$ cat src/mtb_pkg.sv
// Purpose: shared constants, types and helpers of the two-channel measuring timer
// Assumes: 32-bit AHB-Lite word registers, byte addresses below 0x100
// Notes:   one register word per offset, unused upper bits read as zero
package mtb_pkg;

  localparam int unsigned NUM_CH = 2;

  // register byte offsets
  localparam logic [7:0] OFF_CTRL  = 8'h00;
  localparam logic [7:0] OFF_MODE0 = 8'h04;
  localparam logic [7:0] OFF_TMR0  = 8'h08;
  localparam int         OFF_STEP  = 8;
  localparam logic [7:0] OFF_NONE  = 8'hFC;

  // mode register fields
  localparam int MODE_LSB = 0;
  localparam int EDGE_LSB = 2;
  localparam int SRC_LSB  = 4;
  localparam int OVF_POS  = 7;

  // reset values and counter maximum
  localparam logic [1:0]  START_RST = 2'h0;
  localparam logic [5:0]  MODE_RST  = 6'h00;
  localparam logic [15:0] TMR_RST   = 16'h0000;
  localparam logic [15:0] CNT_MAX   = 16'hFFFF;

  // prescaler ratios
  localparam int DIV8  = 8;
  localparam int DIV32 = 32;

  typedef enum logic [1:0] {MTB_TIMER, MTB_EVENT, MTB_MEAS, MTB_RSVD} mtb_mode_t;
  typedef enum logic [1:0] {SRC_F1, SRC_F8, SRC_F32, SRC_SUB32} mtb_src_t;
  typedef enum logic [1:0] {EDGE_RISE, EDGE_FALL, EDGE_BOTH, EDGE_NONE} mtb_edge_t;

  function automatic logic [7:0] mode_off(input int ch);
    return 8'(int'(OFF_MODE0) + ch * OFF_STEP);
  endfunction

  function automatic logic [7:0] tmr_off(input int ch);
    return 8'(int'(OFF_TMR0) + ch * OFF_STEP);
  endfunction

  function automatic logic sel_tick(input logic [1:0] src, input logic t8, input logic t32,
                                    input logic tsub);
    case (src)
      SRC_F1:  return 1'b1;
      SRC_F8:  return t8;
      SRC_F32: return t32;
      default: return tsub;
    endcase
  endfunction

  function automatic logic eff_edge(input logic [1:0] sel, input logic rise, input logic fall);
    case (sel)
      EDGE_RISE: return rise;
      EDGE_FALL: return fall;
      EDGE_BOTH: return rise | fall;
      default:   return 1'b0;
    endcase
  endfunction

endpackage

$ cat src/mtb_sync_if.sv
// Purpose: carries a filtered pin level and its edge pulses
// Assumes: one core clock
// Notes:   rise and fall are one-cycle pulses
`timescale 1ns/10ps
interface mtb_sync_if;
  logic level;
  logic rise;
  logic fall;
  modport src (output level, output rise, output fall);
  modport dst (input level, input rise, input fall);
endinterface

$ cat src/mtb_pin_sync.sv
// Purpose: three-stage pin synchroniser with agreement filter and edge pulses
// Assumes: i_pin is asynchronous to i_core_clk
// Notes:   level resets low, so a pin high at reset gives one rise pulse
`timescale 1ns/10ps
module mtb_pin_sync (
  // clock and reset
  input  wire logic i_core_clk,
  input  wire logic i_rst_b,
  // pin and filtered result
  input  wire logic i_pin,
  mtb_sync_if.src   o_sync
);

  typedef struct packed {
    logic s1;
    logic s2;
    logic s3;
    logic lvl;
  } mtb_sync_st_t;

  mtb_sync_st_t s_q;
  mtb_sync_st_t s_d;
  logic         agree;

  always_comb begin
    s_d      = s_q;
    s_d.s1   = i_pin;
    s_d.s2   = s_q.s1;
    s_d.s3   = s_q.s2;
    // s1 feeds only s2: the filter looks at stages two and three
    agree    = (s_q.s2 == s_q.s3);
    if (agree) begin
      s_d.lvl = s_q.s3;
    end
    o_sync.level = s_q.lvl;
    o_sync.rise  = agree && s_q.s3 && !s_q.lvl;
    o_sync.fall  = agree && !s_q.s3 && s_q.lvl;
  end

  always_ff @(posedge i_core_clk or negedge i_rst_b) begin
    if (!i_rst_b) begin
      s_q <= '0;
    end else begin
      s_q <= s_d;
    end
  end

endmodule

$ cat src/mtb_timer_top.sv
// Purpose: two 16-bit timer channels: timer, event counter, pulse measurement
// Assumes: 20 MHz core clock, AHB-Lite slave, whole-word single transfers
// Notes:   writes take no wait state, reads take one
//
// The address map and the AHB-Lite register port were left to the implementer.
`timescale 1ns/10ps

module mtb_timer_top (
  // clock and reset
  input  wire  logic        i_core_clk,
  input  wire  logic        i_rst_b,
  // ahb-lite slave
  input  wire  logic        i_hsel,
  input  wire  logic [31:0] i_haddr,
  input  wire  logic [1:0]  i_htrans,
  input  wire  logic        i_hwrite,
  input  wire  logic [2:0]  i_hsize,
  input  wire  logic [31:0] i_hwdata,
  input  wire  logic        i_hready,
  output logic [31:0]       o_hrdata,
  output logic              o_hreadyout,
  output logic              o_hresp,
  // pins
  input  wire  logic [1:0]  i_channel_pulse_input_pin,
  input  wire  logic        i_sub_clock_pin,
  // interrupt requests, one per channel
  output logic [1:0]        o_irq_req
);

  typedef struct packed {
    logic             act;
    logic             wr;
    logic             rd_wait;
    logic [7:0]       addr;
    logic [31:0]      rdata;
    logic [4:0]       presc;
    logic [4:0]       subdiv;
    logic [1:0]       start;
    logic [1:0][5:0]  mode;
    logic [1:0][15:0] cnt;
    logic [1:0][15:0] rld;
    logic [1:0]       ovf;
    logic [1:0]       seen;
    logic [1:0]       irq;
  } mtb_state_t;

  mtb_state_t s_q;
  mtb_state_t s_d;

  logic [1:0] pin_rise;
  logic [1:0] pin_fall;
  logic       sub_rise;
  logic       t8;
  logic       t32;
  logic       tsub;
  logic       accept;
  logic       wr_en;
  logic [1:0] tick_w;
  logic [1:0] edge_w;
  logic [1:0] wtmr_w;
  logic [1:0] wmode_w;

  mtb_sync_if u_pin_if [2] ();
  mtb_sync_if u_sub_if ();

  for (genvar k = 0; k < 2; k++) begin : g_pin
    mtb_pin_sync u_sync (
      .i_core_clk (i_core_clk),
      .i_rst_b    (i_rst_b),
      .i_pin      (i_channel_pulse_input_pin[k]),
      .o_sync     (u_pin_if[k])
    );
    assign pin_rise[k] = u_pin_if[k].rise;
    assign pin_fall[k] = u_pin_if[k].fall;
  end

  mtb_pin_sync u_sub_sync (
    .i_core_clk (i_core_clk),
    .i_rst_b    (i_rst_b),
    .i_pin      (i_sub_clock_pin),
    .o_sync     (u_sub_if)
  );
  assign sub_rise = u_sub_if.rise;

  // read mux, sampled one cycle after the address phase
  function automatic logic [31:0] rd_mux(input mtb_state_t s);
    logic [31:0] r;
    r = 32'h0000_0000;
    if (s.addr == mtb_pkg::OFF_CTRL) begin
      r[1:0] = s.start;
    end
    for (int c = 0; c < 2; c++) begin
      if (s.addr == mtb_pkg::mode_off(c)) begin
        r[5:0] = s.mode[c];
        r[mtb_pkg::OVF_POS] = s.ovf[c];
      end
      if (s.addr == mtb_pkg::tmr_off(c)) begin
        if (s.mode[c][1:0] == mtb_pkg::MTB_MEAS) begin
          r[15:0] = s.rld[c];
        end else begin
          r[15:0] = s.cnt[c];
        end
      end
    end
    return r;
  endfunction

  always_comb begin
    logic [1:0] md;
    logic [1:0] es;
    logic       cev;
    md      = 2'h0;
    es      = 2'h0;
    cev     = 1'b0;
    s_d     = s_q;
    tick_w  = 2'h0;
    edge_w  = 2'h0;
    wtmr_w  = 2'h0;
    wmode_w = 2'h0;

    // bus slave: reads stall one cycle so a preceding write is visible
    o_hreadyout = !(s_q.act && !s_q.wr && !s_q.rd_wait);
    o_hresp     = 1'b0;
    o_hrdata    = s_q.rdata;
    accept      = i_hsel && i_htrans[1] && i_hready;
    wr_en       = s_q.act && s_q.wr;
    if (o_hreadyout) begin
      s_d.act     = accept;
      s_d.wr      = i_hwrite;
      s_d.rd_wait = 1'b0;
      s_d.addr    = (i_haddr[31:8] == 24'h000000) ? i_haddr[7:0] : mtb_pkg::OFF_NONE;
    end else begin
      s_d.rd_wait = 1'b1;
      s_d.rdata   = rd_mux(s_q);
    end

    // prescaler and sub-clock divider
    s_d.presc = s_q.presc + 5'h01;
    t8        = (s_q.presc[2:0] == 3'(mtb_pkg::DIV8 - 1));
    t32       = (s_q.presc == 5'(mtb_pkg::DIV32 - 1));
    tsub      = sub_rise && (s_q.subdiv == 5'(mtb_pkg::DIV32 - 1));
    if (sub_rise) begin
      s_d.subdiv = s_q.subdiv + 5'h01;
    end

    if (wr_en && s_q.addr == mtb_pkg::OFF_CTRL) begin
      s_d.start = i_hwdata[1:0];
    end

    for (int c = 0; c < 2; c++) begin
      md         = s_q.mode[c][mtb_pkg::MODE_LSB +: 2];
      es         = s_q.mode[c][mtb_pkg::EDGE_LSB +: 2];
      tick_w[c]  = mtb_pkg::sel_tick(s_q.mode[c][mtb_pkg::SRC_LSB +: 2], t8, t32, tsub);
      edge_w[c]  = mtb_pkg::eff_edge(es, pin_rise[c], pin_fall[c]);
      wtmr_w[c]  = wr_en && (s_q.addr == mtb_pkg::tmr_off(c));
      wmode_w[c] = wr_en && (s_q.addr == mtb_pkg::mode_off(c));
      s_d.irq[c] = 1'b0;

      if (wmode_w[c]) begin
        s_d.mode[c] = i_hwdata[5:0];
        if (s_q.start[c]) begin
          s_d.ovf[c] = 1'b0;
        end
      end

      case (md)
        mtb_pkg::MTB_TIMER, mtb_pkg::MTB_EVENT: begin
          cev = (md == mtb_pkg::MTB_TIMER) ? tick_w[c] : edge_w[c];
          if (s_q.start[c] && cev) begin
            if (s_q.cnt[c] == 16'h0000) begin
              s_d.cnt[c] = s_q.rld[c];
              s_d.irq[c] = 1'b1;
            end else begin
              s_d.cnt[c] = s_q.cnt[c] - 16'h0001;
            end
          end
          if (wtmr_w[c]) begin
            s_d.rld[c] = i_hwdata[15:0];
            if (!s_q.start[c]) begin
              s_d.cnt[c] = i_hwdata[15:0];
            end
          end
        end
        mtb_pkg::MTB_MEAS: begin
          // timer register writes fall through unused here
          if (s_q.start[c]) begin
            if (edge_w[c]) begin
              s_d.rld[c]  = s_q.cnt[c];
              s_d.cnt[c]  = 16'h0000;
              s_d.seen[c] = 1'b1;
              s_d.irq[c]  = s_q.seen[c];
            end else if (tick_w[c]) begin
              s_d.cnt[c] = s_q.cnt[c] + 16'h0001;
              if (s_q.cnt[c] == mtb_pkg::CNT_MAX) begin
                s_d.ovf[c] = 1'b1;
                s_d.irq[c] = 1'b1;
              end
            end
          end
        end
        default: begin
        end
      endcase

      // first capture after a start is partial, so its request is held back
      if (!s_q.start[c]) begin
        s_d.seen[c] = 1'b0;
      end
    end

    o_irq_req = s_q.irq;
  end

  always_ff @(posedge i_core_clk or negedge i_rst_b) begin
    if (!i_rst_b) begin
      s_q       <= '0;
      s_q.addr  <= mtb_pkg::OFF_NONE;
      s_q.start <= mtb_pkg::START_RST;
      s_q.mode  <= {2{mtb_pkg::MODE_RST}};
      s_q.cnt   <= {2{mtb_pkg::TMR_RST}};
      s_q.rld   <= {2{mtb_pkg::TMR_RST}};
    end else begin
      s_q <= s_d;
    end
  end

  logic       run0;
  logic [1:0] md0;
  assign run0 = s_q.start[0];
  assign md0  = s_q.mode[0][1:0];
endmodule

$ cat config.mk
export PLATFORM = sky130hd
export DESIGN_NAME = mtb_timer_top
export DESIGN_NICKNAME = d
export VERILOG_FILES = /design/src/mtb_pkg.sv /design/src/mtb_sync_if.sv /design/src/mtb_pin_sync.sv /design/src/mtb_timer_top.sv
export SDC_FILE = /design/constraint.sdc
export NUM_CORES = 1
export LEC_CHECK = 0
export BUFFER_PORTS_ARGS = -buffer_cell sky130_fd_sc_hd__buf_2
export CELL_PAD_IN_SITES_DETAIL_PLACEMENT = 1
export CELL_PAD_IN_SITES_GLOBAL_PLACEMENT = 1
export CORE_UTILIZATION = 45
export CTS_BUF_LIST = sky130_fd_sc_hd__clkbuf_2 sky130_fd_sc_hd__clkbuf_4 sky130_fd_sc_hd__clkbuf_8
export CTS_CLUSTER_DIAMETER = 30
export DETAILED_ROUTE_END_ITERATION = 10
export GPL_TIMING_DRIVEN = 0
export PLACE_DENSITY_LB_ADDON = 0.2
export SLEW_MARGIN = 10
export SYNTH_ARGS = -nofsm -noshare
export SYNTH_HDL_FRONTEND = slang
export SYNTH_SLANG_ARGS = --single-unit
export TNS_END_PERCENT = 1
$ cat constraint.sdc
create_clock -name i_core_clk -period 2.7 [get_ports i_core_clk]
set_input_delay 0.54 -clock i_core_clk [delete_from_list [all_inputs] [get_ports i_core_clk]]
set_output_delay 0.54 -clock i_core_clk [all_outputs]
set_load 0.01 [all_outputs]
==> flow_summary.toml <==
[routing]
wl_mm = 31.91
ant_nets = 0
wl_per_cell_um = 22.00
first_iter_violations = 790
via_per_inst = 6.315
drc_errors = 0
drt_pass1_iterations = 5
via_count = 9157

[synth]
yosys-top-cells-count = "nand2_1, dfrtp_1, o21ai_0"
ys_seq_elements = 133
ys_seq_area_frac = 0.3748
async_flop_share = 1.000
syn_area_per_cell_um2 = 8.429
post-synth-top-count-cell = "nand2_1"
synth-main-ff-cell = "dfrtp_1"
yosysWarnings = 0
synth_cell_types = 76
syn_area_mm2 = 0.008901
syn_inst = 1056
yosys-top-cells-area = "dfrtp_1, nand2_1, o21ai_0"
synth_edf_count = 0
yosysTopAreaCellShare = 0.3570
synth.largest_area_cell = "dfrtp_1"

[worst_setup_path]
slowest_delay_ps = 400
crit_cells = 11
crit_type = "flop to flop"
crit_required_ps = 3080
r2r_start = "s_q[84]"
reg2reg_depth = 11
arrival_ps = 3110
end_kind = "flop"
r2r_end = "s_q[42]"
critical_path.top_delay_family = "compound AO/OA/AOI/OAI gates"
crit_fanout = 10
path_cells = "ha_1 -> and3_1 -> ha_1 -> nand4b_1 -> a31oi_4 -> a22o_1 -> buf_4 -> buf_4 -> a21oi_1 -> a221o_1 -> o22ai_1"
cp_slowest_cell = "dfrtp_1"
r2r_slack_ps = -30
worst-path-buf-inv = 2
worst_setup_path_start_kind = "flop"

[cts]
cts-htree-levels = 4
insertion_delay_ps = 480
cts_inserted_buffers = 17
clkTransAtPathRegs_ps = 100
clock-root-buffer = "clkbuf_8"
cts_tree = "built"
cts.sinks = 133
clock_path_buffers = 2
postCtsHoldBufs = 0

[finish]
drive_gt1_frac = 0.2068
finalInstanceArea_mm2 = 0.01033
diodes = 0
fillers = 2430
final_util = 0.5327
syn_to_final_growth_pct = 16.10
nets = 1265

[die]
io_pins = 113
die_h_um = 142.6
start_util = 0.4588
design.core.area_mm2 = 0.01940
row_count = 51
die-area_mm2 = 0.02035
die_w_um = 142.6

[global_route]
grt_max_degree = 83
grt_usage = 0.3229
grt_pass1_wl_mm = 49.60
antenna_found_initial = 0
first_global_vias = 8932
gr-total-overflow = 0

[sta]
setup_slack_ps = -31.52
fmax_mhz = 366.1
post-route-period-util = 1.012
rsz0062_at_grt = "yes"
tightest_slew_ps = 861.8
setup_viol = 1
hold_slack_ps = -7.674
slew_violations = 0
skew_ps = 20.20
hold_viol_final = 5
relSlewSlack = 0.4211
period_minus_slack_ps = 2732

[status]
violations = "hold timing, setup timing"
status = "complete, but fails checks"

[hold_path]
hp-class = "primary input to async pin"

[place]
hpwl_mm = 23.71
gp_congestion = 0.9144
placed_area_mm2 = 0.009702
port_buffers = 75
dp_slack_ps = -480.2

[pwr]
max-vdd-ir-drop_mv = 0.4062
leakage_uw = 0.004534
powerDensity_mw_per_mm2 = 669.1

[job]
maxCapViolations = 0
## through the flow
stage	hold WS, ps	instances	power [uW]	TNS, ps
floorplan	244.4	1072	4098	0
global placement	332.6	1412	4786	-119190
detailed placement	338.1	1413	4883	-8234
CTS	1.252	1445	6817	-172.3
global route	22.38	1450	7250	-1029
finish	-7.674	1450	6914	-31.52
## flip-flops by register name (all words and copies together), names as in the netlist
register,count
g_pin.u_sync.s_d,4
md0,2
run0,1
o_irq_req,2
u_sub_sync.s_q,1
g_pin.u_sync.s_q,2
g_pin.u_sync.o_sync.level,2
u_sub_sync.o_sync.level,1
s_q,100
o_hrdata,16
u_sub_sync.s_d,2
## area by class of cell
cell class / instances / area (um2) / share of cell area
inverters: 30 / 112.6 / 0.01090
flip-flops and latches: 133 / 3336 / 0.3228
repair buffers: 81 / 446.7 / 0.04323
well taps: 265 / 331.6 / 0.03209
clock inverters: 14 / 188.9 / 0.01828
clock buffers: 18 / 247.7 / 0.02397
multi-input cells: 788 / 5016 / 0.4854
plain buffers: 121 / 654.4 / 0.06332
## per-layer routing
layer	vias to the layer above	GRT usage	routed length (um)
met5	-	0	0
met4	0	0.1324	1099
met3	87	0.05500	2022
met2	410	0.5111	14800
met1	4583	0.4381	13990
li1	4077	-	-
## what timing repair did
action,4_1_cts,5_1_grt
pin swaps,0,4
setup endpoints to repair,34,37
setup buffers,0,5
resized for setup,16,31
## how the worst max path moves through the flow
stage,to,slack (ps),start
global placement,g_pin[0].u_sync.s_d[2],-890,i_rst_b
CTS,s_q[49],-70,s_q[84]
floorplan,s_q[67],370,s_q[54]
finish,s_q[42],-30,s_q[84]
global route,s_q[42],-150,s_q[84]
detailed placement,s_q[56],-480,s_q[54]
## kinds of logic after synthesis
family	count (synthesis)	share of synthesized area
AO/OA/AOI/OAI	307	0.2243
XOR/XNOR	7	0.006888
adder cells (fa/ha/maj)	16	0.02249
buffers and inverters	151	0.08420
flip-flops	133	0.3748
multiplexers	54	0.06649
other	1	0.0004213
AND/OR/NAND/NOR	387	0.2204
## power by group
part	switching, uW	internal [uW]
Combinational	1500	886
Clock	933	971
Sequential	321	2300
Total	2760	4160
## cell usage in the layout, fill, tap and decap left out, drive strengths merged, types with 32 or more instances in the layout
cell	count
o21ai	88
a21oi	58
nand3	41
clkbuf	72
a31oi	32
buf	148
nor2	80
nand2	135
inv	38
dfrtp	127
(Power assumes the default switching activity.)
